<file path="src/cmd_status_pkg.sv">
// constants shared by the command/status register block
package cmd_status_pkg;
  localparam logic [7:0]  CMD_STATUS_OFFSET = 8'h08;
  localparam logic [31:0] CMD_STATUS_RESET  = 32'h0000_0000;
  localparam int          RESET_BIT_POS     = 0;
  localparam int          CTRL_FILLED_POS   = 1;
  localparam int          BULK_FILLED_POS   = 2;
  localparam int          OWN_REQ_POS       = 3;
  localparam int          OVR_CNT_LSB       = 16;
  localparam int          OVR_CNT_W         = 2;
  localparam logic [31:0] WRITABLE_MASK     = 32'h0000_000F;
  localparam int          CLK_MHZ           = 50;
  localparam int          SW_RESET_MAX_US   = 10;
  // longest time: round down
  localparam int          SW_RESET_CYCLES   = SW_RESET_MAX_US * CLK_MHZ;
  localparam int          SW_RESET_CNT_W    = 10;
  localparam logic [31:0] UNMAPPED_READ     = 32'h0000_0000;
endpackage : cmd_status_pkg

</file>
<file path="src/command_status_register.sv">
// command and status register of the open host controller core
//
// The implementer's own choice: strobed register access.
`timescale 1ns/1ps
module command_status_register
  import cmd_status_pkg::*;
#(
  parameter int RESET_CYCLES = SW_RESET_CYCLES
) (
  // clock and reset
  input  wire logic        mclk_i,
  input  wire logic        rst_i,
  // register port
  input  wire logic [7:0]  addr_i,
  input  wire logic [31:0] wdata_i,
  input  wire logic        wr_i,
  input  wire logic        rd_i,
  output logic      [31:0] rdata_o,
  // frame and list engines
  input  wire logic        overrun_i,
  input  wire logic        ctrl_head_i,
  input  wire logic        ctrl_td_found_i,
  input  wire logic        bulk_head_i,
  input  wire logic        bulk_td_found_i,
  input  wire logic        ownership_done_i,
  output logic             ctrl_process_o,
  output logic             bulk_process_o,
  // interrupt status neighbours
  output logic             overrun_event_o,
  output logic             ownership_event_o,
  // software reset sequencing
  output logic             sw_reset_active_o,
  output logic             enter_suspend_o,
  output logic             host_bus_allowed_o,
  output logic             root_hub_reset_o
);
  typedef struct packed {
    logic                 sw_reset;
    logic                 ctrl_filled;
    logic                 bulk_filled;
    logic                 own_req;
    logic [OVR_CNT_W-1:0] ovr_cnt;
    logic                 ovr_evt;
    logic                 own_evt;
    logic                 ctrl_go;
    logic                 bulk_go;
    logic [31:0]          rdata;
  } regs_s;

  regs_s st;
  regs_s next_st;
  logic  hit;
  logic  set_req;
  logic  timer_busy;
  logic  timer_done;
  logic [31:0] cur;

  sw_reset_timer #(
    .RESET_CYCLES(RESET_CYCLES)
  ) u_timer (
    .mclk_i (mclk_i),
    .rst_i  (rst_i),
    .start_i(set_req),
    .busy_o (timer_busy),
    .done_o (timer_done)
  );

  assign hit = addr_i == CMD_STATUS_OFFSET;

  always_comb begin
    cur = CMD_STATUS_RESET;
    cur[RESET_BIT_POS]   = st.sw_reset;
    cur[CTRL_FILLED_POS] = st.ctrl_filled;
    cur[BULK_FILLED_POS] = st.bulk_filled;
    cur[OWN_REQ_POS]     = st.own_req;
    cur[OVR_CNT_LSB +: OVR_CNT_W] = st.ovr_cnt;
  end

  // start timer only on a fresh request, not a rewrite during a running reset;
  // a request landing on the completion cycle restarts it, else the bit would stick
  assign set_req = wr_i && hit && wdata_i[RESET_BIT_POS] && (!st.sw_reset || timer_done);

  always_comb begin
    next_st         = st;
    next_st.ovr_evt = 1'b0;
    next_st.own_evt = 1'b0;
    next_st.ctrl_go = 1'b0;
    next_st.bulk_go = 1'b0;
    next_st.rdata   = UNMAPPED_READ;
    // engine side first, so a software set in the same cycle wins
    if (ctrl_head_i) begin
      next_st.ctrl_filled = 1'b0;
      next_st.ctrl_go     = st.ctrl_filled;
    end
    if (ctrl_td_found_i) next_st.ctrl_filled = 1'b1;
    if (bulk_head_i) begin
      next_st.bulk_filled = 1'b0;
      next_st.bulk_go     = st.bulk_filled;
    end
    if (bulk_td_found_i) next_st.bulk_filled = 1'b1;
    if (ownership_done_i) next_st.own_req = 1'b0;
    if (overrun_i) begin
      next_st.ovr_cnt = st.ovr_cnt + OVR_CNT_W'(1);
      next_st.ovr_evt = 1'b1;
    end
    if (timer_done) next_st.sw_reset = 1'b0;
    if (wr_i && hit) begin
      // write-to-set; reserved bits ignored (software keeps them zero)
      if (wdata_i[RESET_BIT_POS])   next_st.sw_reset = 1'b1;
      if (wdata_i[CTRL_FILLED_POS]) next_st.ctrl_filled = 1'b1;
      if (wdata_i[BULK_FILLED_POS]) next_st.bulk_filled = 1'b1;
      if (wdata_i[OWN_REQ_POS]) begin
        next_st.own_req = 1'b1;
        next_st.own_evt = 1'b1;
      end
    end
    if (rd_i && hit) next_st.rdata = cur;
  end

  always_ff @(posedge mclk_i) begin
    if (rst_i) st <= '0;
    else       st <= next_st;
  end

  assign rdata_o            = st.rdata;
  assign ctrl_process_o     = st.ctrl_go;
  assign bulk_process_o     = st.bulk_go;
  // enable and master gating of this flag live in the interrupt block
  assign overrun_event_o    = st.ovr_evt;
  assign ownership_event_o  = st.own_evt;
  assign sw_reset_active_o  = st.sw_reset;
  assign enter_suspend_o    = set_req;
  assign host_bus_allowed_o = !st.sw_reset && !timer_busy;
  assign root_hub_reset_o   = 1'b0;

  write_sets_a: assert property (@(posedge mclk_i) disable iff (rst_i)
    wr_i && hit && wdata_i[CTRL_FILLED_POS] |=> st.ctrl_filled)
    else $error("written one did not set control filled");
  zero_keeps_a: assert property (@(posedge mclk_i) disable iff (rst_i)
    wr_i && hit && !wdata_i[OWN_REQ_POS] && !ownership_done_i |=> st.own_req == $past(st.own_req))
    else $error("written zero changed ownership request");
  read_value_a: assert property (@(posedge mclk_i) disable iff (rst_i)
    rd_i && hit |=> rdata_o == $past(cur))
    else $error("read data mismatch");
  read_quiet_a: assert property (@(posedge mclk_i) disable iff (rst_i)
    rd_i && !wr_i && !overrun_i && !ctrl_head_i && !bulk_head_i && !ownership_done_i && !timer_done
    && !ctrl_td_found_i && !bulk_td_found_i
    |=> cur == $past(cur))
    else $error("read disturbed register");
  overrun_count_a: assert property (@(posedge mclk_i) disable iff (rst_i)
    overrun_i |=> overrun_event_o && st.ovr_cnt == $past(st.ovr_cnt) + 2'h1)
    else $error("overrun not counted");
  own_flag_a: assert property (@(posedge mclk_i) disable iff (rst_i)
    wr_i && hit && wdata_i[OWN_REQ_POS] |=> ownership_event_o && st.own_req)
    else $error("ownership flag not raised");
  own_clear_a: assert property (@(posedge mclk_i) disable iff (rst_i)
    ownership_done_i && !(wr_i && hit && wdata_i[OWN_REQ_POS]) |=> !st.own_req)
    else $error("ownership request not cleared");
  bulk_skip_a: assert property (@(posedge mclk_i) disable iff (rst_i)
    bulk_head_i |=> bulk_process_o == $past(st.bulk_filled))
    else $error("bulk start decision wrong");
  ctrl_skip_a: assert property (@(posedge mclk_i) disable iff (rst_i)
    ctrl_head_i && !ctrl_td_found_i && !(wr_i && hit && wdata_i[CTRL_FILLED_POS])
    |=> !st.ctrl_filled && ctrl_process_o == $past(st.ctrl_filled))
    else $error("control start decision wrong");
  td_refill_a: assert property (@(posedge mclk_i) disable iff (rst_i)
    bulk_td_found_i |=> st.bulk_filled)
    else $error("bulk filled not re-set");
  no_bus_a: assert property (@(posedge mclk_i) disable iff (rst_i)
    st.sw_reset |-> !host_bus_allowed_o)
    else $error("bus allowed during reset");
  reset_ends_a: assert property (@(posedge mclk_i) disable iff (rst_i)
    set_req |=> st.sw_reset ##[1:1000] !st.sw_reset)
    else $error("reset bit not self-cleared");

  ctrl_refill_a: assert property (@(posedge mclk_i) disable iff (rst_i)
    ctrl_td_found_i |=> st.ctrl_filled)
    else $error("control filled not re-set");
  bulk_clear_a: assert property (@(posedge mclk_i) disable iff (rst_i)
    bulk_head_i && !bulk_td_found_i && !(wr_i && hit && wdata_i[BULK_FILLED_POS]) |=> !st.bulk_filled)
    else $error("bulk filled not cleared at list head");
  ovr_wrap_a: assert property (@(posedge mclk_i) disable iff (rst_i)
    overrun_i && st.ovr_cnt == 2'h3 |=> st.ovr_cnt == 2'h0)
    else $error("overrun counter did not wrap");
  ovr_hold_a: assert property (@(posedge mclk_i) disable iff (rst_i)
    !overrun_i |=> st.ovr_cnt == $past(st.ovr_cnt) && !overrun_event_o)
    else $error("overrun counter moved without overrun");
  own_quiet_a: assert property (@(posedge mclk_i) disable iff (rst_i)
    !(wr_i && hit && wdata_i[OWN_REQ_POS]) |=> !ownership_event_o)
    else $error("ownership flag without request");
  suspend_start_a: assert property (@(posedge mclk_i) disable iff (rst_i)
    wr_i && hit && wdata_i[RESET_BIT_POS] && !st.sw_reset |-> enter_suspend_o)
    else $error("software reset did not enter suspend");
  root_quiet_a: assert property (@(posedge mclk_i) disable iff (rst_i)
    !root_hub_reset_o)
    else $error("root hub reset driven");
  bus_blocked_a: assert property (@(posedge mclk_i) disable iff (rst_i)
    timer_busy |-> !host_bus_allowed_o)
    else $error("bus allowed while reset timer runs");
  reset_held_a: assert property (@(posedge mclk_i) disable iff (rst_i)
    st.sw_reset && !timer_done |=> st.sw_reset)
    else $error("reset bit cleared early");
  reset_restart_a: assert property (@(posedge mclk_i) disable iff (rst_i)
    wr_i && hit && wdata_i[RESET_BIT_POS] && timer_done |=> st.sw_reset && timer_busy)
    else $error("reset request lost at completion");
  reserved_read_a: assert property (@(posedge mclk_i) disable iff (rst_i)
    rd_i && hit |=> rdata_o[31:18] == 14'h0000 && rdata_o[15:4] == 12'h000)
    else $error("reserved bits read nonzero");
  idle_read_a: assert property (@(posedge mclk_i) disable iff (rst_i)
    !(rd_i && hit) |=> rdata_o == UNMAPPED_READ)
    else $error("read data outside read cycle");
endmodule : command_status_register

</file>
<file path="src/sw_reset_timer.sv">
// timer that sequences a software reset and bounds its length
`timescale 1ns/1ps
module sw_reset_timer
  import cmd_status_pkg::*;
#(
  parameter int RESET_CYCLES = SW_RESET_CYCLES
) (
  // clock and reset
  input  wire logic mclk_i,
  input  wire logic rst_i,
  // control
  input  wire logic start_i,
  output logic      busy_o,
  output logic      done_o
);
  initial begin
    if (RESET_CYCLES < 2 || RESET_CYCLES >= (1 << SW_RESET_CNT_W))
      $error("sw_reset_timer: RESET_CYCLES out of range");
  end

  typedef struct packed {
    logic                      busy;
    logic                      done;
    logic [SW_RESET_CNT_W-1:0] count;
  } timer_s;

  timer_s st;
  timer_s next_st;

  always_comb begin
    next_st      = st;
    next_st.done = 1'b0;
    if (st.busy) begin
      if (st.count == SW_RESET_CNT_W'(RESET_CYCLES - 1)) begin
        next_st.busy = 1'b0;
        next_st.done = 1'b1;
      end else begin
        next_st.count = st.count + SW_RESET_CNT_W'(1);
      end
    end else if (start_i) begin
      next_st.busy  = 1'b1;
      next_st.count = '0;
    end
  end

  always_ff @(posedge mclk_i) begin
    if (rst_i) st <= '0;
    else       st <= next_st;
  end

  assign busy_o = st.busy;
  assign done_o = st.done;

  reset_bounded_a: assert property (@(posedge mclk_i) disable iff (rst_i)
    $rose(st.busy) |-> ##[1:1000] st.done)
    else $error("software reset ran too long");
endmodule : sw_reset_timer

</file>
<file path="config.mk">
export PLATFORM = sky130hd
export DESIGN_NAME = command_status_register
export DESIGN_NICKNAME = d
export VERILOG_FILES = /design/src/cmd_status_pkg.sv /design/src/command_status_register.sv /design/src/sw_reset_timer.sv
export SDC_FILE = /design/constraint.sdc
export NUM_CORES = 1
export LEC_CHECK = 0
export ABC_AREA = 1
export BUFFER_PORTS_ARGS = -buffer_cell sky130_fd_sc_hd__buf_2
export CAP_MARGIN = 25
export CORE_ASPECT_RATIO = 0.8
export CORE_UTILIZATION = 37
export CTS_CLUSTER_DIAMETER = 80
export DETAILED_ROUTE_END_ITERATION = 10
export GPL_TIMING_DRIVEN = 1
export PLACE_DENSITY = 0.71
export SYNTH_ARGS = -nofsm -noshare
export SYNTH_HDL_FRONTEND = slang
export SYNTH_SLANG_ARGS = --single-unit
export TNS_END_PERCENT = 30
</file>
<file path="constraint.sdc">
create_clock -name mclk_i -period 3.2 [get_ports mclk_i]
set_input_delay 0.16 -clock mclk_i [delete_from_list [all_inputs] [get_ports mclk_i]]
set_output_delay 0.16 -clock mclk_i [all_outputs]
set_load 0.005 [all_outputs]
</file>
==> impl_metrics.json, run 1 <==
{
  "setup_viol": 0,
  "gp_congestion": 0.812,
  "cts_inserted_buffers": 3,
  "wl_per_cell_um": 9.78,
  "synth.area.mux_share_pct": 0,
  "layout.cells.non_filler": 264,
  "status": "complete, but fails checks",
  "grt_pass1_wl_um": 4140,
  "grt_max_degree": 18,
  "drtIter0Drc": 45,
  "synthXorXnorAreaFrac_pct": 1.25,
  "slew_viol_final": 0,
  "finClkSkew_ns": 0.00107,
  "cts_sinks": 28,
  "synth_edf_count": 0,
  "wirelength_um": 2580,
  "cts_resized": 0,
  "final_net_count": 275,
  "comb_power_share_pct": 6.8,
  "diodes": 0,
  "synth_top_family_by_area": "buffers and inverters",
  "violations": "DRC",
  "die_area_um2": 4030,
  "cts_tree": "yes",
  "p_leak_uw": 0.000752,
  "synth_area_um2": 1400,
  "yosys.area.top_type": "dfxtp_1",
  "antenna_found_initial": 0,
  "cts_setup_buffers": 0,
  "synth-main-ff-cell": "dfxtp_1",
  "die_h_um": 57.0,
  "worst_pin_slew_ns": 0.513,
  "synth_compound_area_share_pct": 9.57,
  "max_cap_violations": 0,
  "power_density_nw_per_um2": 378,
  "ys_seq_elements": 28,
  "synthCells": 190,
  "critPathArrivalTime_ns": 1.67,
  "core-area_um2": 3520,
  "clkTransAtPathRegs_ns": 0.09,
  "grt-ovfl-total": 0,
  "grt_pass1_vias": 976,
  "ys_top_cells_by_count": "29 x inv_1, 28 x buf_4, 28 x dfxtp_1, 25 x nand2_1, 20 x a21oi_1",
  "hold_viol": 0,
  "grt_usage_pct": 13.4,
  "clkPwrFrac_pct": 31.9,
  "post-synth-top-count-cell": "inv_1",
  "hp-class": "primary input to flop",
  "ctsHoldBuffers": 0,
  "crit_path_end_kind": "flop",
  "area_delta_synth_final_pct": 9.48,
  "via_per_inst": 4.36,
  "switching_share_pct": 21.9,
  "p_int_uw": 452,
  "drc": 6,
  "initial_core_util_pct": 39.8,
  "synth.avg_cell_area_um2": 7.36,
  "period_share_pct": 47.2,
  "first_pass_iters": 9,
  "ys_seq_area_share_pct": 40.1,
  "timing.fmax_mhz": 663,
  "hold_ws_ns": 0.0773,
  "synth-simple-area-share_pct": 23.8,
  "cp_max_fo": 14,
  "synth_fa_ha_area_share_pct": 0.894,
  "synth_async_sr_flop_share_pct": 0,
  "worstSetupPathType": "flop to flop",
  "yosys_warnings": 0,
  "grt_setup_unrepaired": "false",
  "synthDistinctLibCells": 22,
  "port_buffers": 34,
  "ant_nets": 0,
  "ctsLongestPathBuffers": 2,
  "pwr-share-seq_pct": 61.3,
  "start_kind": "flop",
  "cts_root_buf": "clkbuf_8",
  "period_needed_ns": 1.51,
  "ys_top_cells_by_area": "dfxtp_1 40%, buf_4 15%, inv_1 7.8%",
  "dp_cells": 261,
  "fillCellCount": 379,
  "rows": 19,
  "vias": 1152,
  "dp_hpwl_um": 1950,
  "switchingPower_uw": 127,
  "insertion_delay_ns": 0.27,
  "die_w_um": 70.7,
  "ioPinCount": 90,
  "drive_above_1_share_pct": 19.8,
  "synth_top_area_share_pct": 40.1,
  "ir_drop_mv": 0.271,
  "htree_levels": 1,
  "required_ns": 3.36,
  "fin_setup_tns_ns": 0,
  "relSlewSlack_pct": 65.7
}
-- layout make-up --
| class | count | area (µm²) | area share, % |
|---|---|---|---|
| multi-input combinational | 128 | 598 | 39.1 |
| sequential | 28 | 561 | 36.6 |
| timing repair buffer | 34 | 170 | 11.1 |
| inverter | 29 | 109 | 7.11 |
| tap | 42 | 52.6 | 3.43 |
| clock buffer | 3 | 41.3 | 2.70 |
-- path summary, 6_finish.rpt --
kind	start	end	slack, ns	depth (start not counted)
setup / recovery	u_timer.st[4]	u_timer.st[0]	1.69	7
hold / removal	ownership_done_i	cur[3]	0.08	2
setup reg to reg	u_timer.st[4]	u_timer.st[0]	1.69	7
hold reg to reg	cur[3]	rdata_o[3]	0.44	2
-- sequential cells by signal, indices dropped and copies added (netlist names) --
register / count
bulk_process_o: 1
u_timer.busy_o: 1
u_timer.done_o: 1
ownership_event_o: 1
overrun_event_o: 1
cur: 5
ctrl_process_o: 1
rdata_o: 6
sw_reset_active_o: 1
u_timer.st: 10
-- power groups by stage --
| stage | registers [µW] | logic [µW] | clock network, µW |
|---|---|---|---|
| 2_1_floorplan | 363 | 46.0 | 0 |
| 3_3_place_gp | 363 | 38.6 | 0 |
| 3_5_place_dp | 363 | 39.0 | 0 |
| 4_1_cts | 355 | 39.2 | 195 |
| 5_1_grt | 356 | 45.3 | 209 |
| 6_report | 355 | 39.6 | 184 |
-- worst max-delay path: stages (launching register included) --
cell and delay [ns]:
dfxtp_1 0.40, nand2_1 0.14, nor2_2 0.12, nand4_2 0.11, nand2_2 0.25, inv_1 0.17, o21ai_0 0.17, a21oi_1 0.05
-- kinds of logic after synthesis --
logic type                 count (synthesis)
adders and majority gates                  1
and+or+nand+nor                           72
DFF                                       28
xor gates and xnor gates                   2
other                                      1
AOI/OAI and AO/OA                         26
buffers and inverters                     60
-- cell usage in the layout, fill, tap and decap left out --
master    count
xnor2_1       1
nor2_1       18
ha_1          1
nor2_2        3
clkbuf_8      3
nand4_1       3
buf_2        34
a21oi_1      20
xor2_1        1
nand2_1      25
nor2_4        1
conb_1       27
nor3_1        5
nand4_2       1
dfxtp_1      28
nand3b_1      1
o21ai_0       5
nand3_1      13
nand2_2       2
o32ai_1       1
inv_1        29
-- stage by stage --
stage                     worst slack, ns  power, µW  cell area (µm²)  util, %
final                                1.69        579             1530     43.5
after CTS                            1.69        589             1530     43.5
after detailed placement             1.55        402             1490     42.4
after global placement               1.60        402             1490     42.4
after global routing                 1.50        610             1530     43.5
after floorplan                      1.92        409             1500        -
-- routing by layer --
layer / GRT usage, % / routed length (µm) / part of all wire, % / vias to the layer above
li1: - / - / - / 611
met1: 16.4 / 1250 / 49 / 503
met2: 21.3 / 1160 / 45 / 36
met3: 4.42 / 131 / 5.1 / 2
met4: 6.57 / 34 / 1.3 / 0
met5: 0 / 0 / 0 / -
(Power assumes the default switching activity.)
==> run 2: changes to the inputs <==
ABC_AREA = 0   (was 1)
clock period = 1.4 ns   (was 3.2 ns; I/O delays follow)
==> run 2 against run 1 <==
  * The run ends with DRC, setup timing left
  * Clock skew up 0.0021 ns
  * Combinational power rose to 2.6 times the previous value
  * Setup slack worse by 1.7 ns
  * Total power rose to 2.7 times the previous value
  * Sequential cell count unchanged
  * Final area up 9.5%
  * Non-clock buffer count up 9
  * Largest cell class unchanged
  * Die area up 0.86%
  * Register-to-register slack worse by 1.7 ns
  * Area after synthesis up 0.89%
  * Global-route usage up 0.59 points
  * Clock-buffer cell count unchanged
==> impl_metrics.json, run 2 <==
{
  "status": "complete, but fails checks",
  "violations": "DRC, setup timing",
  "yosys_warnings": 0,
  "post-synth-top-count-cell": "dfxtp_1",
  "cp_max_fo": 4,
  "critPathArrivalTime_ns": 1.60,
  "rr_startpoint": "u_timer.st[1]",
  "place_area_um2": 1560,
  "synthCells": 150,
  "grt-ovfl-total": 0,
  "htree_levels": 1,
  "synth.avg_cell_area_um2": 9.41,
  "p_leak_uw": 0.000744,
  "drc": 2,
  "yosys.area.top_type": "dfxtp_1",
  "total_power_uw": 1540,
  "final_net_count": 245,
  "grt_pass1_wl_um": 4400,
  "power_density_nw_per_um2": 920,
  "min_from": "ctrl_td_found_i",
  "synth_async_sr_flop_share_pct": 0,
  "drive_above_1_share_pct": 33.2,
  "finClkSkew_ns": 0.00321,
  "via_per_inst": 4.62,
  "grt_max_degree": 19,
  "synth_area_um2": 1410,
  "core-area_um2": 3540,
  "timing.fmax_mhz": 709,
  "reg2reg_to": "u_timer.st[5]",
  "finish.utilization_pct": 47.3,
  "ir_drop_mv": 0.562,
  "worstPathCellList": "ha_4 -> nor4b_4 -> a31o_2 -> o21ai_4 -> a311oi_2",
  "slew_viol_final": 0,
  "postLayoutCellArea_um2": 1680,
  "cts_sinks": 28,
  "gp_congestion": 0.852,
  "max_cap_violations": 0,
  "max_stage_delay_ns": 0.37,
  "worstSetupPathType": "flop to flop",
  "setup_viol": 2,
  "largest_reg_flops": 10,
  "insertion_delay_ns": 0.27,
  "vias": 1085,
  "area_delta_synth_final_pct": 18.8,
  "dp_hpwl_um": 1930,
  "die_area_um2": 4070,
  "ioPinCount": 90,
  "max_flop_register": "u_timer.st",
  "antenna_found_initial": 0,
  "first_pass_iters": 9,
  "ant_nets": 0,
  "ys_seq_elements": 28,
  "synth_top_area_share_pct": 39.7,
  "rows": 19,
  "layout_common_cells": "34 x buf_2, 27 x conb_1, 25 x dfxtp_1, 11 x nor2_1",
  "wirelength_um": 2630,
  "port_buffers": 34,
  "synthDistinctLibCells": 39,
  "cts_inserted_buffers": 3,
  "timing.reg2reg.setup_slack_ns": -0.01,
  "min_to": "cur[1]",
  "crit_path_end_kind": "flop",
  "fin_ws_ns": -0.0110,
  "ys_top_cells_by_area": "dfxtp_1 40%, buf_4 14%, nor2_1 2.9%",
  "critPathSlowestCell": "dfxtp_2",
  "grt_pass1_vias": 955,
  "hp-class": "primary input to flop",
  "die_h_um": 57.2,
  "wl_per_cell_um": 11.2,
  "final_common_cell": "buf_2",
  "initial_core_util_pct": 39.8,
  "required_ns": 1.59,
  "synth_edf_count": 0,
  "cts_root_buf": "clkbuf_8",
  "hold_ws_ns": 0.00728,
  "drtIter0Drc": 55,
  "holdPathStages": 3,
  "period_share_pct": 101,
  "clkTransAtPathRegs_ns": 0.09,
  "diodes": 0,
  "grt_setup_unrepaired": "true",
  "cts_tree": "yes",
  "r2r_cells": 5,
  "ctsLongestPathBuffers": 2,
  "grt_usage_pct": 13.9,
  "die_w_um": 71.1,
  "hold_viol": 0,
  "fin_setup_tns_ns": -0.0219,
  "synth-main-ff-cell": "dfxtp_1",
  "ys_top_cells_by_count": "28 x dfxtp_1, 27 x buf_4, 11 x nor2_1, 9 x nand2_1",
  "start_kind": "flop",
  "ys_seq_area_share_pct": 39.7,
  "period_needed_ns": 1.41
}
[run 2: changes by cell type after synthesis, sizes merged, moves of 6 or more]
cell	before	now
nand2	27	9
nor2	22	11
a21oi	20	5
and3	0	6
and2	0	7
inv	29	4
nand3	13	7
[run 2: cells by family after synthesis]
| kind of cell | synth area share, % |
|---|---|
| and+or+nand+nor | 27.3 |
| buffers and inverters | 17.3 |
| DFF | 39.7 |
| AOI/OAI and AO/OA | 11.4 |
| xor gates and xnor gates | 3.10 |
| adders and majority gates | 0.886 |
| other | 0.266 |
[run 2: where the power goes]
part           internal (µW)  switching, µW  total [µW]
clock network            383            243         626
logic                   42.2           59.7         102
registers                809           6.87         815
[run 2: layout make-up]
class                   count  area (µm²)
flip-flops and latches     28         564
well taps                  42        52.6
multi-input cells         114         736
inverters                   4        15.0
clock inverters             1        30.0
fillers                   328        1870
clock buffers               3        41.3
repair buffers             43         238
[run 2: through the flow]
step | cells | setup slack [ns]
after floorplan | 176 | 0.0112
after global placement | 230 | -0.0957
after detailed placement | 230 | -0.110
after CTS | 235 | -0.00179
after global routing | 235 | -0.0926
final | 235 | -0.0110
[run 2: timing repair]
item / in CTS / in global routing
endpoints found under the setup margin: 8 / 8
hold buffers: 0 / 0
gates cloned: 0 / 0
pin swaps: 3 / 4
buffers inserted: 1 / 0
resized for setup: 7 / 1
[run 2: how the worst max path moves through the flow]
stage                             start       endpoint  depth (start not counted)
after floorplan           u_timer.st[0]  u_timer.st[0]                          5
after global placement    u_timer.st[0]  u_timer.st[6]                          5
after detailed placement  u_timer.st[0]  u_timer.st[6]                          5
after CTS                 u_timer.st[1]  u_timer.st[5]                          5
after global routing      u_timer.st[1]  u_timer.st[5]                          5
final                     u_timer.st[1]  u_timer.st[5]                          5
[run 2: worst max-delay path, delay by kind of cell (launching register included)]
family | cells | cell delay, ns
AO/OA/AOI/OAI | 3 | 0.57
adder cells (fa/ha/maj) | 1 | 0.16
AND/OR/NAND/NOR | 1 | 0.23
flip-flops | 1 | 0.37
[run 2: layer usage]
metal,routed length [µm],share of wire (%),vias to the layer above,GRT usage (%)
li1,-,-,550,-
met2,1230,47,41,23.5
met1,1230,47,492,17.5
met5,0,0,-,0
met3,139,5.3,2,3.36
met4,34,1.3,0,5.14
==> run 3: changes to the inputs <==
MAX_ROUTING_LAYER = met4   (was unset)
==> run 3 against run 2 <==
  * The flow still finishes with violations (DRC, setup timing)
  * Combinational power is essentially flat
  * Die area is the same
  * Clock skew is essentially flat
  * Utilization is the same
  * Largest cell class unchanged
  * Largest power group unchanged
==> impl_metrics.json, run 3 (same netlist as run 2, synthesis figures left out) <==
{
  "max_stage_delay_ns": 0.37,
  "via_per_inst": 4.62,
  "drive_above_1_share_pct": 33.2,
  "insertion_delay_ns": 0.27,
  "power_density_nw_per_um2": 920,
  "postLayoutCellArea_um2": 1680,
  "max_cap_violations": 0,
  "wirelength_um": 2630,
  "critPathSlowestCell": "dfxtp_2",
  "min_from": "ctrl_td_found_i",
  "grt-ovfl-total": 0,
  "required_ns": 1.59,
  "slew_viol_final": 0,
  "cts_root_buf": "clkbuf_8",
  "cp_top_family": "compound AO/OA/AOI/OAI gates",
  "cts_sinks": 28,
  "ir_drop_mv": 0.562,
  "final_net_count": 245,
  "cts_tree": "yes",
  "die_h_um": 57.2,
  "ctsHoldBuffers": 0,
  "rr_startpoint": "u_timer.st[1]",
  "drtIter0Drc": 42,
  "start_kind": "flop",
  "layout_common_cells": "34 x buf_2, 27 x conb_1, 25 x dfxtp_1, 11 x nor2_1",
  "grt_setup_unrepaired": "true",
  "finClkSkew_ns": 0.00320,
  "ctsLongestPathBuffers": 2,
  "setup_viol": 2,
  "ant_nets": 0,
  "diodes": 0,
  "cts_inserted_buffers": 3,
  "die_w_um": 71.1,
  "wl_per_cell_um": 11.2,
  "port_buffers": 34,
  "total_power_uw": 1540,
  "vias": 1085,
  "initial_core_util_pct": 39.8,
  "violations": "DRC, setup timing",
  "r2r_cells": 5,
  "core-area_um2": 3540,
  "holdPathStages": 3,
  "place_area_um2": 1560,
  "gp_congestion": 0.866,
  "critPathArrivalTime_ns": 1.60,
  "ioPinCount": 90,
  "crit_path_end_kind": "flop",
  "grt_usage_pct": 14.4,
  "fin_ws_ns": -0.0110,
  "antenna_found_initial": 0,
  "clkTransAtPathRegs_ns": 0.09,
  "max_flop_register": "u_timer.st",
  "grt_max_degree": 19,
  "hp-class": "primary input to flop",
  "cp_max_fo": 4,
  "fin_setup_tns_ns": -0.0219,
  "status": "complete, but fails checks",
  "rows": 19,
  "worstSetupPathType": "flop to flop",
  "fillCellCount": 328,
  "first_pass_iters": 9,
  "period_needed_ns": 1.41,
  "dp_hpwl_um": 1930,
  "htree_levels": 1,
  "grt_pass1_wl_um": 4420,
  "drc": 2,
  "min_to": "cur[1]",
  "die_area_um2": 4070,
  "reg2reg_to": "u_timer.st[5]",
  "final_common_cell": "buf_2",
  "area_delta_synth_final_pct": 18.8,
  "grt_pass1_vias": 955,
  "hold_viol": 0,
  "period_share_pct": 101,
  "timing.fmax_mhz": 709,
  "crit_buf_inv": 0,
  "timing.reg2reg.setup_slack_ns": -0.01,
  "largest_reg_flops": 10,
  "p_leak_uw": 0.000744,
  "worstPathCellList": "ha_4 -> nor4b_4 -> a31o_2 -> o21ai_4 -> a311oi_2"
}
-- run 3: cell counts in the layout (fill, tap and decap cells not counted) --
Identical to the previous run, type by type.
-- run 3: final cells by class --
cell class              instances  area [µm²]  area share (%)
multi-input cells             114         736            43.9
clock inverters                 1        30.0            1.79
well taps                      42        52.6            3.13
inverters                       4        15.0           0.896
repair buffers                 43         238            14.2
flip-flops and latches         28         564            33.7
clock buffers                   3        41.3            2.46
-- run 3: worst max-delay path by stage --
stage / start / end / slack (ns) / cells past startpoint
CTS: u_timer.st[1] / u_timer.st[5] / -0.002 / 5
global route: u_timer.st[1] / u_timer.st[5] / -0.09 / 5
global placement: u_timer.st[0] / u_timer.st[6] / -0.1 / 5
floorplan: u_timer.st[0] / u_timer.st[0] / 0.01 / 5
finish: u_timer.st[1] / u_timer.st[5] / -0.01 / 5
detailed placement: u_timer.st[0] / u_timer.st[6] / -0.11 / 5
-- run 3: worst register-to-register path, cell delays in order, from the launching register on --
cell and delay (ns):
dfxtp_2 0.37, ha_4 0.16, nor4b_4 0.23, a31o_2 0.27
o21ai_4 0.09, a311oi_2 0.21
-- run 3: per-stage QoR --
stage | setup slack, ns | hold WS (ns) | std cells | utilization (%)
6_report | -0.0110 | 0.00726 | 235 | 47.3
4_1_cts | -0.00179 | 0.00531 | 235 | 47.3
2_1_floorplan | 0.0112 | 0.191 | 176 | -
5_1_grt | -0.0926 | 0.0252 | 235 | 47.3
3_5_place_dp | -0.110 | 0.293 | 230 | 44.1
3_3_place_gp | -0.0957 | 0.286 | 230 | 44.1
-- run 3: timing repair --
action | in CTS | in global routing
resized for setup | 7 | 1
pin swaps | 3 | 4
endpoints found under the setup margin | 8 | 8
setup buffers | 1 | 0
-- run 3: where the power goes --
part,total [µW],switching (µW),internal [µW]
clock,626,243,383
sequential,815,6.88,809
combinational,102,59.7,42.2
-- run 3: layer usage --
| layer | share of wire (%) | vias up | global-route usage [%] | wire length (µm) |
|---|---|---|---|---|
| met3 | 5.2 | 2 | 3.18 | 138 |
| met4 | 1.3 | 0 | 5.14 | 34 |
| met5 | 0 | - | - | 0 |
| met1 | 47 | 492 | 17.7 | 1230 |
| met2 | 47 | 41 | 23.4 | 1230 |
| li1 | - | 550 | - | - |
